$ cat config.mk
export PLATFORM = sky130hd
export DESIGN_NAME = sdm_ctrl
export DESIGN_NICKNAME = d
export VERILOG_FILES = /design/src/core/sdm_fifo.v /design/src/core/sdm_corr.v /design/src/core/sdm_ctrl.v
export VERILOG_INCLUDE_DIRS = /design/src /design/src/core
export SDC_FILE = /design/constraint.sdc
export NUM_CORES = 2
export LEC_CHECK = 0
export BUFFER_PORTS_ARGS = -buffer_cell sky130_fd_sc_hd__buf_2
export CAP_MARGIN = 15
export CORE_MARGIN = 1
export CORE_UTILIZATION = 60
export DETAILED_ROUTE_END_ITERATION = 10
export PLACE_DENSITY_LB_ADDON = 0.05
export RECOVER_POWER = 50
export SLEW_MARGIN = 20
export SYNTH_ARGS = -nofsm -noshare
export SYNTH_HDL_FRONTEND = slang
export SYNTH_SLANG_ARGS = --single-unit
$ cat constraint.sdc
create_clock -name sys_clk -period 17.4 [get_ports sys_clk]
set_clock_uncertainty 0.2 [all_clocks]
set_input_delay 0 -clock sys_clk [delete_from_list [all_inputs] [get_ports sys_clk]]
set_output_delay 0 -clock sys_clk [all_outputs]
set_load 0.005 [all_outputs]
$ cat src/core/sdm_map.vh
// constants for the sigma-delta mode and calibration control block
// assumes a 100 MHz sys_clk and one filter word per channel per output
//
// What this block does
// - mode bit 3 picks low or normal power
// - normal power: both channels, 512 kHz modulator
// - low power: current channel only, 128 kHz
// - counter, comparator, accumulator work in low power
// - low power current channel raises wake interrupt
// - single code converts once then returns idle
// - continuous code updates results every settled filter output while the FIFO has room
// - each completion sets ready flag, can interrupt
// - overrange marks conversion result invalid, sets error bit
// - idle keeps converter powered, held in reset
// - path: average, subtract offset, scale, clamp, format
// - chop bit enables averaging of filter outputs
// - coefficients load factory values, software may overwrite
// - calibration result goes to result register and FIFO, not coefficients
// - calibration aborts conversion, ends in idle unless a new mode write overrides it
// - offset calibration lasts one filter settling time
// - codes 4, 5, 6, 7 start the calibrations
// - offset is 24-bit two's complement when subtracted
// - nominal gain 0x5555 scales by 4/3, unity correction is 0x4000
`ifndef SDM_MAP_VH
`define SDM_MAP_VH
`define SDM_MODE_LP_BIT 3
`define SDM_MODE_PD 3'h0
`define SDM_MODE_CONT 3'h1
`define SDM_MODE_SINGLE 3'h2
`define SDM_MODE_IDLE 3'h3
`define SDM_MODE_SELF_OFS 3'h4
`define SDM_MODE_SELF_GAIN 3'h5
`define SDM_MODE_SYS_ZERO 3'h6
`define SDM_MODE_SYS_FULL 3'h7
`define SDM_MODE_RST 4'h3
`define SDM_STA_RDY0 0
`define SDM_STA_THR 2
`define SDM_STA_CNT 3
`define SDM_STA_ERR0 12
`define SDM_RES_INV_BIT 31
`define SDM_GAIN_NOM 16'h5555
`define SDM_GAIN_SHIFT 14
`define SDM_SETTLE_OUTS 3'h3
`define SDM_SYS_HZ 100000000
`define SDM_NP_MOD_HZ 512000
`define SDM_LP_MOD_HZ 128000
`define SDM_NP_HALF (`SDM_SYS_HZ / (2 * `SDM_NP_MOD_HZ))
`define SDM_LP_HALF (`SDM_SYS_HZ / (2 * `SDM_LP_MOD_HZ))
`define SDM_PWRUP_WAIT_US 500
`define SDM_FIFO_DEPTH 8
`endif

$ cat src/core/sdm_fifo.v
// result FIFO with a registered output stage
// assumes DEPTH is a power of two and AW its log2
`timescale 1ns/100ps
module sdm_fifo #(
   parameter W = 33,
   parameter DEPTH = 8,
   parameter AW = 3
) (
   input wire sys_clk,
   input wire rstn,
   input wire in_vld,
   output wire in_rdy,
   input wire [W-1:0] in_data,
   output reg out_vld_q,
   input wire out_rdy,
   output reg [W-1:0] out_data_q
);
   reg [W-1:0] mem [0:DEPTH-1];
   reg [AW-1:0] wp_q;
   reg [AW-1:0] rp_q;
   reg [AW:0] cnt_q;
   wire push = in_vld && in_rdy;
   wire pop = (cnt_q != 0) && (!out_vld_q || out_rdy);

   assign in_rdy = (cnt_q != DEPTH[AW:0]);

   always @(posedge sys_clk) begin
      if (push) begin
         mem[wp_q] <= in_data;
      end
   end

   always @(posedge sys_clk) begin
      if (!rstn) begin
         wp_q <= {AW{1'b0}};
         rp_q <= {AW{1'b0}};
         cnt_q <= {(AW+1){1'b0}};
         out_vld_q <= 1'b0;
         out_data_q <= {W{1'b0}};
      end else begin
         if (push) begin
            wp_q <= wp_q + 1'b1;
         end
         if (pop) begin
            rp_q <= rp_q + 1'b1;
            out_data_q <= mem[rp_q];
            out_vld_q <= 1'b1;
         end else if (out_rdy) begin
            out_vld_q <= 1'b0;
         end
         cnt_q <= cnt_q + {{AW{1'b0}}, push} - {{AW{1'b0}}, pop};
      end
   end
endmodule

$ cat src/core/sdm_corr.v
// correction path for one channel: average, offset, gain, clamp
// assumes raw arrives with vld as one decimation filter word
`timescale 1ns/100ps
`include "sdm_map.vh"
module sdm_corr (
   input wire sys_clk,
   input wire rstn,
   input wire [23:0] raw,
   input wire vld,
   input wire chop,
   input wire [23:0] ofs,
   input wire [15:0] gn,
   input wire unip,
   input wire ovr,
   output wire [31:0] res,
   output wire err,
   output wire [31:0] cal_val
);
   reg signed [23:0] prev_q;
   wire signed [24:0] sum = $signed(raw) + prev_q;
   wire signed [23:0] avg = chop ? sum[24:1] : $signed(raw);
   wire signed [24:0] diff = avg - $signed(ofs);
   wire signed [41:0] prod = diff * $signed({1'b0, gn});
   wire signed [27:0] scl = prod[41:`SDM_GAIN_SHIFT];
   wire clip = (scl[27:23] != {5{scl[23]}});
   wire [23:0] sat = clip ? (scl[27] ? 24'h800000 : 24'h7FFFFF)
                          : scl[23:0];
   wire [23:0] fmt = unip ? {~sat[23], sat[22:0]} : sat;

   assign err = ovr | clip;
   assign res = {err, 7'h00, fmt};
   assign cal_val = {{8{avg[23]}}, avg};

   // chopped pairs average the previous word with the current one
   always @(posedge sys_clk) begin
      if (!rstn) begin
         prev_q <= 24'h000000;
      end else if (vld) begin
         prev_q <= $signed(raw);
      end
   end
endmodule

$ cat src/core/sdm_ctrl.v
// mode, conversion and calibration control for two converter channels
// assumes filter words arrive on sys_clk; software picks each mode, the block itself returns single and calibration runs to idle
`timescale 1ns/100ps
`include "sdm_map.vh"
module sdm_ctrl (
   input wire sys_clk,
   input wire rstn,
   input wire mode_wr,
   input wire [3:0] mode_wdata,
   input wire flt_chop,
   input wire [1:0] ch_on,
   input wire [1:0] unip,
   input wire temp_sel,
   input wire [2:0] coef_of_we,
   input wire [2:0] coef_gn_we,
   input wire [23:0] coef_wdata,
   input wire [71:0] fac_of,
   input wire [47:0] fac_gn,
   input wire [15:0] sta_clr,
   input wire [15:0] irq_mask,
   input wire [23:0] thr,
   input wire [7:0] cnt_lim,
   input wire acc_clr,
   input wire [47:0] flt_data,
   input wire [1:0] flt_vld,
   input wire [1:0] flt_ovr,
   input wire res_rdy,
   output reg [3:0] mode_q,
   output reg [15:0] sta_q,
   output reg [63:0] chan_res_q,
   output reg [71:0] ofs_q,
   output reg [47:0] gn_q,
   output reg mod_clk_q,
   output reg mod_rst_n_q,
   output reg [1:0] ch_pwr_q,
   output reg conv_irq_q,
   output reg wake_irq_q,
   output reg [31:0] acc_q,
   output wire res_vld,
   output wire [32:0] res_data
);
   localparam ST_PD = 2'd0;
   localparam ST_IDLE = 2'd1;
   localparam ST_CONV = 2'd2;
   localparam ST_CAL = 2'd3;

   reg [1:0] state_q;
   reg [2:0] settle_q;
   reg [1:0] got_q;
   reg [1:0] pend_q;
   reg fac_ld_q;
   reg [7:0] cnt_q;
   reg [8:0] div_q;
   reg [15:0] sta_d;
   integer i;

   wire [31:0] np_half = `SDM_NP_HALF;
   wire [31:0] lp_half = `SDM_LP_HALF;
   wire lp = mode_q[`SDM_MODE_LP_BIT];
   wire [2:0] code = mode_q[2:0];
   wire [1:0] on_m = ch_on & {~lp, 1'b1};
   wire cal = (state_q == ST_CAL);
   wire cont = (code == `SDM_MODE_CONT);
   wire gain_cal = (code == `SDM_MODE_SELF_GAIN) ||
                   (code == `SDM_MODE_SYS_FULL);
   // gain calibration is two stages, twice the offset duration
   wire [2:0] need = gain_cal ? (`SDM_SETTLE_OUTS + `SDM_SETTLE_OUTS)
                              : `SDM_SETTLE_OUTS;
   wire settled = (settle_q >= need);
   // a new mode write overrides whatever is running
   wire run = ((state_q == ST_CONV) || cal) && !mode_wr;
   wire ev = |(flt_vld & on_m);
   wire [1:0] take = {2{run && settled}} & flt_vld & on_m & ~pend_q &
                     (cont ? 2'b11 : ~got_q);
   wire [1:0] got_all = (got_q | take) & on_m;
   wire fifo_in_rdy;
   wire [1:0] pop_m = fifo_in_rdy ? (pend_q[0] ? 2'b01 : {pend_q[1], 1'b0})
                                  : 2'b00;
   wire [32:0] push_data = pend_q[0] ? {1'b0, chan_res_q[31:0]}
                                     : {1'b1, chan_res_q[63:32]};
   wire [63:0] corr_res;
   wire [63:0] cal_val;
   wire [1:0] corr_err;
   wire cur_take = take[0] && !cal;
   wire hit_thr = $signed(corr_res[23:0]) > $signed(thr);
   wire hit_cnt = ((cnt_q + 8'h01) == cnt_lim);

   genvar g;
   generate
      for (g = 0; g < 2; g = g + 1) begin : g_ch
         // voltage channel borrows the temperature set when sensing it
         wire [1:0] set = (g == 0) ? 2'd0 : (temp_sel ? 2'd2 : 2'd1);
         sdm_corr u_corr (
            .sys_clk(sys_clk),
            .rstn(rstn),
            .raw(flt_data[g*24 +: 24]),
            .vld(flt_vld[g]),
            .chop(flt_chop),
            .ofs(ofs_q[set*24 +: 24]),
            .gn(gn_q[set*16 +: 16]),
            .unip(unip[g]),
            .ovr(flt_ovr[g]),
            .res(corr_res[g*32 +: 32]),
            .err(corr_err[g]),
            .cal_val(cal_val[g*32 +: 32])
         );
      end
   endgenerate

   sdm_fifo #(
      .W(33),
      .DEPTH(`SDM_FIFO_DEPTH),
      .AW(3)
   ) u_fifo (
      .sys_clk(sys_clk),
      .rstn(rstn),
      .in_vld(|pend_q),
      .in_rdy(fifo_in_rdy),
      .in_data(push_data),
      .out_vld_q(res_vld),
      .out_rdy(res_rdy),
      .out_data_q(res_data)
   );

   function [1:0] st_of;
      input [2:0] c;
      begin
         case (c)
            `SDM_MODE_PD: st_of = ST_PD;
            `SDM_MODE_CONT: st_of = ST_CONV;
            `SDM_MODE_SINGLE: st_of = ST_CONV;
            `SDM_MODE_IDLE: st_of = ST_IDLE;
            default: st_of = ST_CAL;
         endcase
      end
   endfunction

   // flags: the clear goes first so a same-cycle event survives
   always @* begin
      sta_d = sta_q & ~sta_clr;
      for (i = 0; i < 2; i = i + 1) begin
         if (take[i]) begin
            sta_d[`SDM_STA_RDY0 + i] = 1'b1;
         end
         if (take[i] && !cal && corr_err[i]) begin
            sta_d[`SDM_STA_ERR0 + i] = 1'b1;
         end
      end
      if (cur_take && hit_thr) begin
         sta_d[`SDM_STA_THR] = 1'b1;
      end
      if (cur_take && hit_cnt) begin
         sta_d[`SDM_STA_CNT] = 1'b1;
      end
   end

   always @(posedge sys_clk) begin
      if (!rstn) begin
         mode_q <= `SDM_MODE_RST;
         state_q <= ST_IDLE;
         settle_q <= 3'h0;
         got_q <= 2'b00;
         pend_q <= 2'b00;
         fac_ld_q <= 1'b1;
         ofs_q <= 72'h0;
         gn_q <= 48'h0;
         chan_res_q <= 64'h0;
         sta_q <= 16'h0000;
         conv_irq_q <= 1'b0;
         wake_irq_q <= 1'b0;
         cnt_q <= 8'h00;
         acc_q <= 32'h00000000;
      end else begin
         if (fac_ld_q) begin
            fac_ld_q <= 1'b0;
            ofs_q <= fac_of;
            gn_q <= fac_gn;
         end else begin
            for (i = 0; i < 3; i = i + 1) begin
               if (coef_of_we[i]) begin
                  ofs_q[i*24 +: 24] <= coef_wdata;
               end
               if (coef_gn_we[i]) begin
                  gn_q[i*16 +: 16] <= coef_wdata[15:0];
               end
            end
         end

         if (mode_wr) begin
            mode_q <= mode_wdata;
            state_q <= st_of(mode_wdata[2:0]);
            settle_q <= 3'h0;
            got_q <= 2'b00;
         end else if (run) begin
            if (!settled && ev) begin
               settle_q <= settle_q + 3'h1;
            end
            got_q <= got_q | take;
            if (!cont && settled && (got_all == on_m)) begin
               state_q <= ST_IDLE;
               mode_q[2:0] <= `SDM_MODE_IDLE;
            end
         end

         for (i = 0; i < 2; i = i + 1) begin
            if (take[i]) begin
               // calibration leaves the coefficient registers alone
               chan_res_q[i*32 +: 32] <= cal ? cal_val[i*32 +: 32]
                                             : corr_res[i*32 +: 32];
            end
         end
         // a pending word blocks its channel, so a full FIFO stalls
         pend_q <= (pend_q & ~pop_m) | take;

         sta_q <= sta_d;
         conv_irq_q <= |(sta_d & irq_mask);
         wake_irq_q <= lp &&
            |(sta_d[`SDM_STA_CNT:`SDM_STA_THR] &
              irq_mask[`SDM_STA_CNT:`SDM_STA_THR]);

         if (cur_take) begin
            cnt_q <= hit_cnt ? 8'h00 : cnt_q + 8'h01;
         end
         if (acc_clr) begin
            acc_q <= 32'h00000000;
         end else if (cur_take) begin
            acc_q <= acc_q + {{8{corr_res[23]}}, corr_res[23:0]};
         end
      end
   end

   // modulator clock and analog controls
   always @(posedge sys_clk) begin
      if (!rstn) begin
         div_q <= 9'h000;
         mod_clk_q <= 1'b0;
         mod_rst_n_q <= 1'b0;
         ch_pwr_q <= 2'b00;
      end else begin
         if (state_q == ST_PD) begin
            div_q <= 9'h000;
            mod_clk_q <= 1'b0;
         end else if (div_q == (lp ? lp_half[8:0] - 9'h001
                                   : np_half[8:0] - 9'h001)) begin
            div_q <= 9'h000;
            mod_clk_q <= ~mod_clk_q;
         end else begin
            div_q <= div_q + 9'h001;
         end
         // idle keeps power on but holds the modulators in reset
         mod_rst_n_q <= run;
         ch_pwr_q <= (state_q == ST_PD) ? 2'b00 : on_m;
      end
   end
endmodule

# After elaboration in Yosys (flattened, before gate mapping)
# Memory sizes are Yosys's and may differ from the RTL's. A register that Yosys moved wholly into a read port is not among the register bits.
# Cells that the tools add are included.
# totals
regBits	328
romBits	0
ramBits	264
n_memories	1
output_inout_bits	276
inputBits	281
latch_bits	0
# mem_list
memory	depth	width	rd	rd_clocked_by_memory_dff	write_ports	line	source
u_fifo.mem	8	33	1	1	1	sdm_fifo.v:18	reg [W-1:0] mem [0:DEPTH-1];
# classes
mux	44
add_sub_neg	12
multipliers	3
eq_ne	14
shifts	2
n_bitwise	24
n_div	0
n_reduce_logical	46
order_cmp	2
# op_table
op	count
2-to-1 mux 24 bit	11
multiplier 25 x 17 -> 42 bit	2
2-to-1 mux 72 bit	1
variable part select 72 x 8 -> 24 bit	1
2-to-1 mux 32 bit	2
adder 24 x 24 -> 25 bit	2
subtractor 24 x 24 -> 25 bit	2
2-to-1 mux 16 bit	3
2-to-1 mux 48 bit	1
variable part select 48 x 7 -> 16 bit	1
2-to-1 mux 33 bit	1
adder 32 bit	1
bitwise AND 16 bit	2
> comparator 24 bit	1
bitwise AND 2 bit	9
nonzero test 2 bit	9
inverter 16 bit	1
OR reduction 16 bit	1
logical AND 1 bit	14
2-to-1 mux 2 bit	7
OR reduction 2 bit	7
2-to-1 mux 3 bit	4
2-to-1 mux 1 bit	11
adder 3 x 1 -> 3 bit (second input constant)	3
other kinds (29)	50

# Longest topological paths before layout
# depth
ltp_word	16
ltp_mapped	64

# Hierarchy
# Synthesis repeated with hierarchy kept, for this count alone.
# hier_totals
cells_unflattened	6779
hier_area_um2	62962.9
# by_module_without_submodules
module	cells_per_inst	n_inst	area_per_inst_um2	seq_area_each_um2
sdm_corr at g_ch[0].u_corr	2226	1	18712.9	480.5
sdm_corr at g_ch[1].u_corr	2092	1	17913.4	480.5
sdm_ctrl	1821	1	14722.9	5385.2
sdm_fifo	640	1	11613.6	8808.4

# Worst setup path after synthesis
# OpenSTA, ideal clock, no wires.
# synth_path
kind	flip-flop to flip-flop
from	register g_ch[0].u_corr.prev_q[1]
to	register acc_q[31]
setup_ns	0.070
arrival_time_ns	13.431
path_slack_ns	3.699
stages_incl_launch_ff	60
required_time_ns	17.130
path_cell_list	dfxtp_1 -> inv_1 -> fa_1 -> nor2b_1 -> o21ai_0 -> a21boi_0 -> o211ai_1 -> nand3_1 -> o21ai_0 -> nand2_1 -> xor2_1 -> mux2_2 -> ha_1 -> a21o_1 -> a21o_1 -> a21oi_1 -> o21ai_0 -> a21oi_1 -> [... 24 more ...] -> nor2_8 -> xnor2_2 -> o41ai_1 -> clkbuf_1 -> clkbuf_1 -> nand2_1 -> ha_1 -> o21ai_0 -> a21oi_1 -> o41ai_1 -> o41ai_1 -> a211oi_1 -> o31ai_1 -> a21o_1 -> a21oi_1 -> xor2_1 -> or3_1 -> a21oi_1
# synth_via
elab_chain_cells	9
elab_cells_between_ends	10
# synth_rtl
element	line	source
from (decl)	sdm_corr.v:19	reg signed [23:0] prev_q;
from (signal assigned)	sdm_corr.v:39	prev_q <= $signed(raw);
adder 24 x 24 -> 25 bit *	sdm_corr.v:20	wire signed [24:0] sum = $signed(raw) + prev_q;
2-to-1 mux 24 bit *	sdm_corr.v:21	wire signed [23:0] avg = chop ? sum[24:1] : $signed(raw);
subtractor 24 x 24 -> 25 bit *	sdm_corr.v:22	wire signed [24:0] diff = avg - $signed(ofs);
multiplier 25 x 17 -> 42 bit *	sdm_corr.v:23	wire signed [41:0] prod = diff * $signed({1'b0, gn});
!= test 4 bit / 2-to-1 mux 24 bit (equally long branches)	sdm_corr.v:25, sdm_corr.v:26	
2-to-1 mux 24 bit *	sdm_corr.v:26	wire [23:0] sat = clip ? (scl[27] ? 24'h800000 : 24'h7FFFFF)
inverter 1 bit	sdm_corr.v:28	wire [23:0] fmt = unip ? {~sat[23], sat[22:0]} : sat;
2-to-1 mux 24 bit *	sdm_corr.v:28	
adder 32 bit *	sdm_ctrl.v:227	acc_q <= acc_q + {{8{corr_res[23]}}, corr_res[23:0]};
to (signal assigned)	sdm_ctrl.v:227	
to (decl)	sdm_ctrl.v:38	output reg [31:0] acc_q,
# Mark *: on every way between the ends. The rest lies on a longest branch, timed or not.
# A chain may end at the register's enable or synchronous reset.

# Worst setup path after layout
# layout_path
from	register g_ch[0].u_corr.prev_q[1]
to	register conv_irq_q
# layout_via
elab_chain_cells	13
elab_cells_between_ends	17
# layout_rtl
element	line	source
adder 24 x 24 -> 25 bit *	sdm_corr.v:20	
2-to-1 mux 24 bit *	sdm_corr.v:21	
subtractor 24 x 24 -> 25 bit *	sdm_corr.v:22	
multiplier 25 x 17 -> 42 bit *	sdm_corr.v:23	
!= test 4 bit / 2-to-1 mux 24 bit (equally long branches)	sdm_corr.v:25, sdm_corr.v:26	
2-to-1 mux 24 bit	sdm_corr.v:26	
inverter 1 bit	sdm_corr.v:28	
2-to-1 mux 24 bit	sdm_corr.v:28	
> comparator 24 bit	sdm_ctrl.v:85	wire hit_thr = $signed(corr_res[23:0]) > $signed(thr);
logical AND 1 bit	sdm_ctrl.v:149	if (cur_take && hit_thr) begin
2-to-1 mux 1 bit	sdm_ctrl.v:149	
bitwise AND 16 bit *	sdm_ctrl.v:216	conv_irq_q <= |(sta_d & irq_mask);
OR reduction 16 bit *	sdm_ctrl.v:216	
to (signal assigned)	sdm_ctrl.v:216	
to (decl)	sdm_ctrl.v:36	output reg conv_irq_q,
# Marks and branches as above.

==> key figures <==
Synthesis
  – Synth Instances: between 6000 and 7000
  – Number of synthesis warnings: 0
  – Synth top area share: 0.2659
  – Synth Cell Area: 0.05856 mm^2
  – Number of flops mapped to enable cells by yosys: 216
  – Yosys cell types: 86
  – Area leader, netlist: fa_1
  – Top post-synthesis cells by area: fa_1, dfxtp_1, edfxtp_1
  – Top FF cell, synth: dfxtp_1
  – Commonest cells in the netlist: inv_1, fa_1, nand2_1
  – Avg Inst Size Synth: 9.278 um^2
  – Net count after synthesis: 7736
  – Post-synth ARST share: 0
  – Count leader, synth: inv_1
  – Synthesized flop and latch total: 559
  – Seq/Total Area, Yosys: 0.2280

GRT
  – Largest net degree at the start of global routing: 109
  – Global route overflow: 0
  – GR peak layer: met2
  – Met1 GRT Util: 0.5077
  – First-pass GRT wire length: a little over 300000 um
  – Met2 GRT Util: 0.6506
  – Met3 Resource Use GR: 0.09190
  – Overall Global Routing Usage: 0.4064
  – Vias in the first global route: roughly 53000
  – Initial antenna violation count: 20

Place
  – HPWL after detailed placement: approximately 140000 um
  – PortBufs: 556
  – Placer Congestion: 0.9740

Finish
  – Core Util, Final: 0.7268
  – Fin nets: about 8700
  – Fraction of layout cells with a size suffix above 1: 0.1015
  – Multi-input gate area: between 0.04 and 0.05 mm^2
  – Register area: 0.01337 mm^2
  – Area Overhead vs Synth: 20.01%
  – Filler cells: 7171

Detailed routing
  – Starting DRT DRC Count: about 4700
  – DR pass1 iterations: 8
  – Vias: 50920
  – DRC viols: 0
  – Post-DRT Antenna Nets: 0
  – WL final: 200400 um
  – WL/cell: 23.22 um
  – Routed vias/inst: between 5 and 6

Die
  – Core footprint: 0.09671 mm^2
  – I/O pin total: 557
  – Die Width: around 310 um
  – Starting Density: 0.6056
  – Die area: 0.09886 mm^2
  – Standard-cell row count: 114
  – Die H: around 310 um

Worst setup path
  – Startpoint types: flop
  – Crit-path max FO: 22
  – Setup crit end kind: flop
  – Slowest-stage cell, CP: fa_1
  – Critical Path RT: roughly 18000 ps
  – Bufs and invs on worst path: 6
  – CP Depth: 59
  – Worst reg-to-reg path cell count: 59
  – CP dominant cell by count: o21ai_0
  – Top delay family on crit path: compound AO/OA/AOI/OAI gates
  – Crit Path Category: flop to flop
  – CP arrival: 16860 ps
  – CP max stage delay: 700 ps

Clocking
  – Post-CTS setup repair buffer count: 0
  – Root buffer cell: clkbuf_16
  – Clk_lat worst skew: 700 ps
  – CTS Buffer Depth: 3
  – Total clock sinks: 559
  – Reg clk slew, reported paths: 70 ps
  – CTS Buf Count: approximately 60
  – CTS tree: yes
  – H-tree Lvls: 2

Timing
  – Setup repair after global routing missed its margin: false
  – Hold Vio Cnt, Final: 0
  – F_max: 60.73 MHz
  – Final setup viols: 0
  – Setup TNS Final: 0 ps
  – Minimum clock period after layout: 16470 ps
  – Max-slew violations: 276
  – Slew margin rel.: -1.169
  – Fin crit share: 0.9464
  – Worst slew pin tran: approximately 3200 ps

Hold path
  – WHS Path Cells: 5
  – Hold Crit Class: input port to flop

Outcome
  – Outcome: complete, but fails checks
  – Failing checks: capacitance limit, slew limit

Run
  – # Max-Cap Violations: 8
-- timing repair --
action	CTS	global route
gates resized for setup	0	6
setup endpoints to repair	0	1
hold buffers	571	0
hold endpoints to repair	296	0
-- worst register-to-register path, delay by kind of cell (launching register included) --
kind | cells | cell delay, ps
AOI/OAI and AO/OA | 26 | 5670
muxes | 3 | 1100
xor gates and xnor gates | 4 | 840
buffers and inverters | 6 | 1870
DFF | 1 | 350
and+or+nand+nor | 11 | 2250
adders and majority gates | 9 | 4090
-- layer usage --
metal  vias to the layer above  routed length, um
met5                         -                 74
met4                        10              13660
met3                       744              18830
met2                      2787              90530
met1                     25020              77310
li1                      22360                  -
-- metrics by stage --
| stage | instance area [um^2] | hold slack, ps | cells | setup slack [ps] |
|---|---|---|---|---|
| after detailed placement | 62590 | -23.51 | 7930 | 1699 |
| after global placement | 62590 | -25.32 | 7930 | 1992 |
| final | 70290 | 60.54 | 8631 | 932.9 |
| after CTS | 70430 | 23.99 | 8612 | 617.9 |
| after global routing | 70260 | 118.7 | 8621 | 16.57 |
| after floorplan | 58560 | -124.2 | 6312 | 3699 |
-- area by class of cell --
type / count / share of cell area
sequential: 559 / 0.1902
antenna: 18 / 0.0006409
timing repair buffer: 1210 / 0.1264
multi-input combinational: 4461 / 0.5766
clock inverter: 32 / 0.006231
inverter: 996 / 0.05321
tap: 1276 / 0.02271
clock buffer: 79 / 0.02407
-- logic make-up after synthesis --
kind of cell,count (synthesis),synth area share
simple gates,1849,0.1414
flops,559,0.2280
buf+inv,1293,0.08413
mux,365,0.07569
xor+xnor,231,0.03480
compound gates,870,0.09170
fa+ha+maj,1145,0.3443
-- registers in the layout, summed over array words and instances, names as in the netlist, 4 cells and up --
register and cells:
gn_q 48, u_fifo.out_data_q 27, u_fifo.cnt_q 4, u_fifo.mem 216, cnt_q 8, g_ch.u_corr.prev_q 48
mode_q 4, acc_q 32, chan_res_q 52, div_q 9, ofs_q 72, sta_q 16
-- layout by cell type, fill, tap and decap left out, types with 15 or more instances in the layout --
master	instances
nor2b_1	84
o22ai_1	15
xnor2_2	16
mux2_2	47
buf_2	385
nand2b_1	44
o211ai_1	20
ha_1	365
fa_1	778
nand4_1	26
dlygate4sd3_1	571
xor2_1	66
buf_4	76
dfxtp_1	338
nor3b_1	19
and2_1	174
a31oi_1	16
diode_2	18
clkbuf_1	183
nor3_1	35
a21oi_1	356
xnor2_1	148
inv_1	995
a211oi_1	60
mux2_1	26
mux2i_1	232
o21bai_1	25
clkbuf_16	59
or3_1	15
edfxtp_1	216
nor2_1	604
o31ai_1	22
o21ai_0	153
nand3_1	71
mux4_2	54
nand2_1	696
a21o_1	63
o21a_1	28
and3_1	25
-- worst paths after layout --
path                                 start         end  slack, ps
setup / recovery  g_ch[0].u_corr.prev_q[1]  conv_irq_q        930
hold / removal                  sta_clr[1]    sta_q[1]         60
setup reg to reg  g_ch[0].u_corr.prev_q[1]  conv_irq_q        930
hold reg to reg                  acc_q[28]   acc_q[28]        280
Power is left out: the tool's default activity adds up to more than one toggle a clock period on the data nets, which glitch-free logic cannot reach.
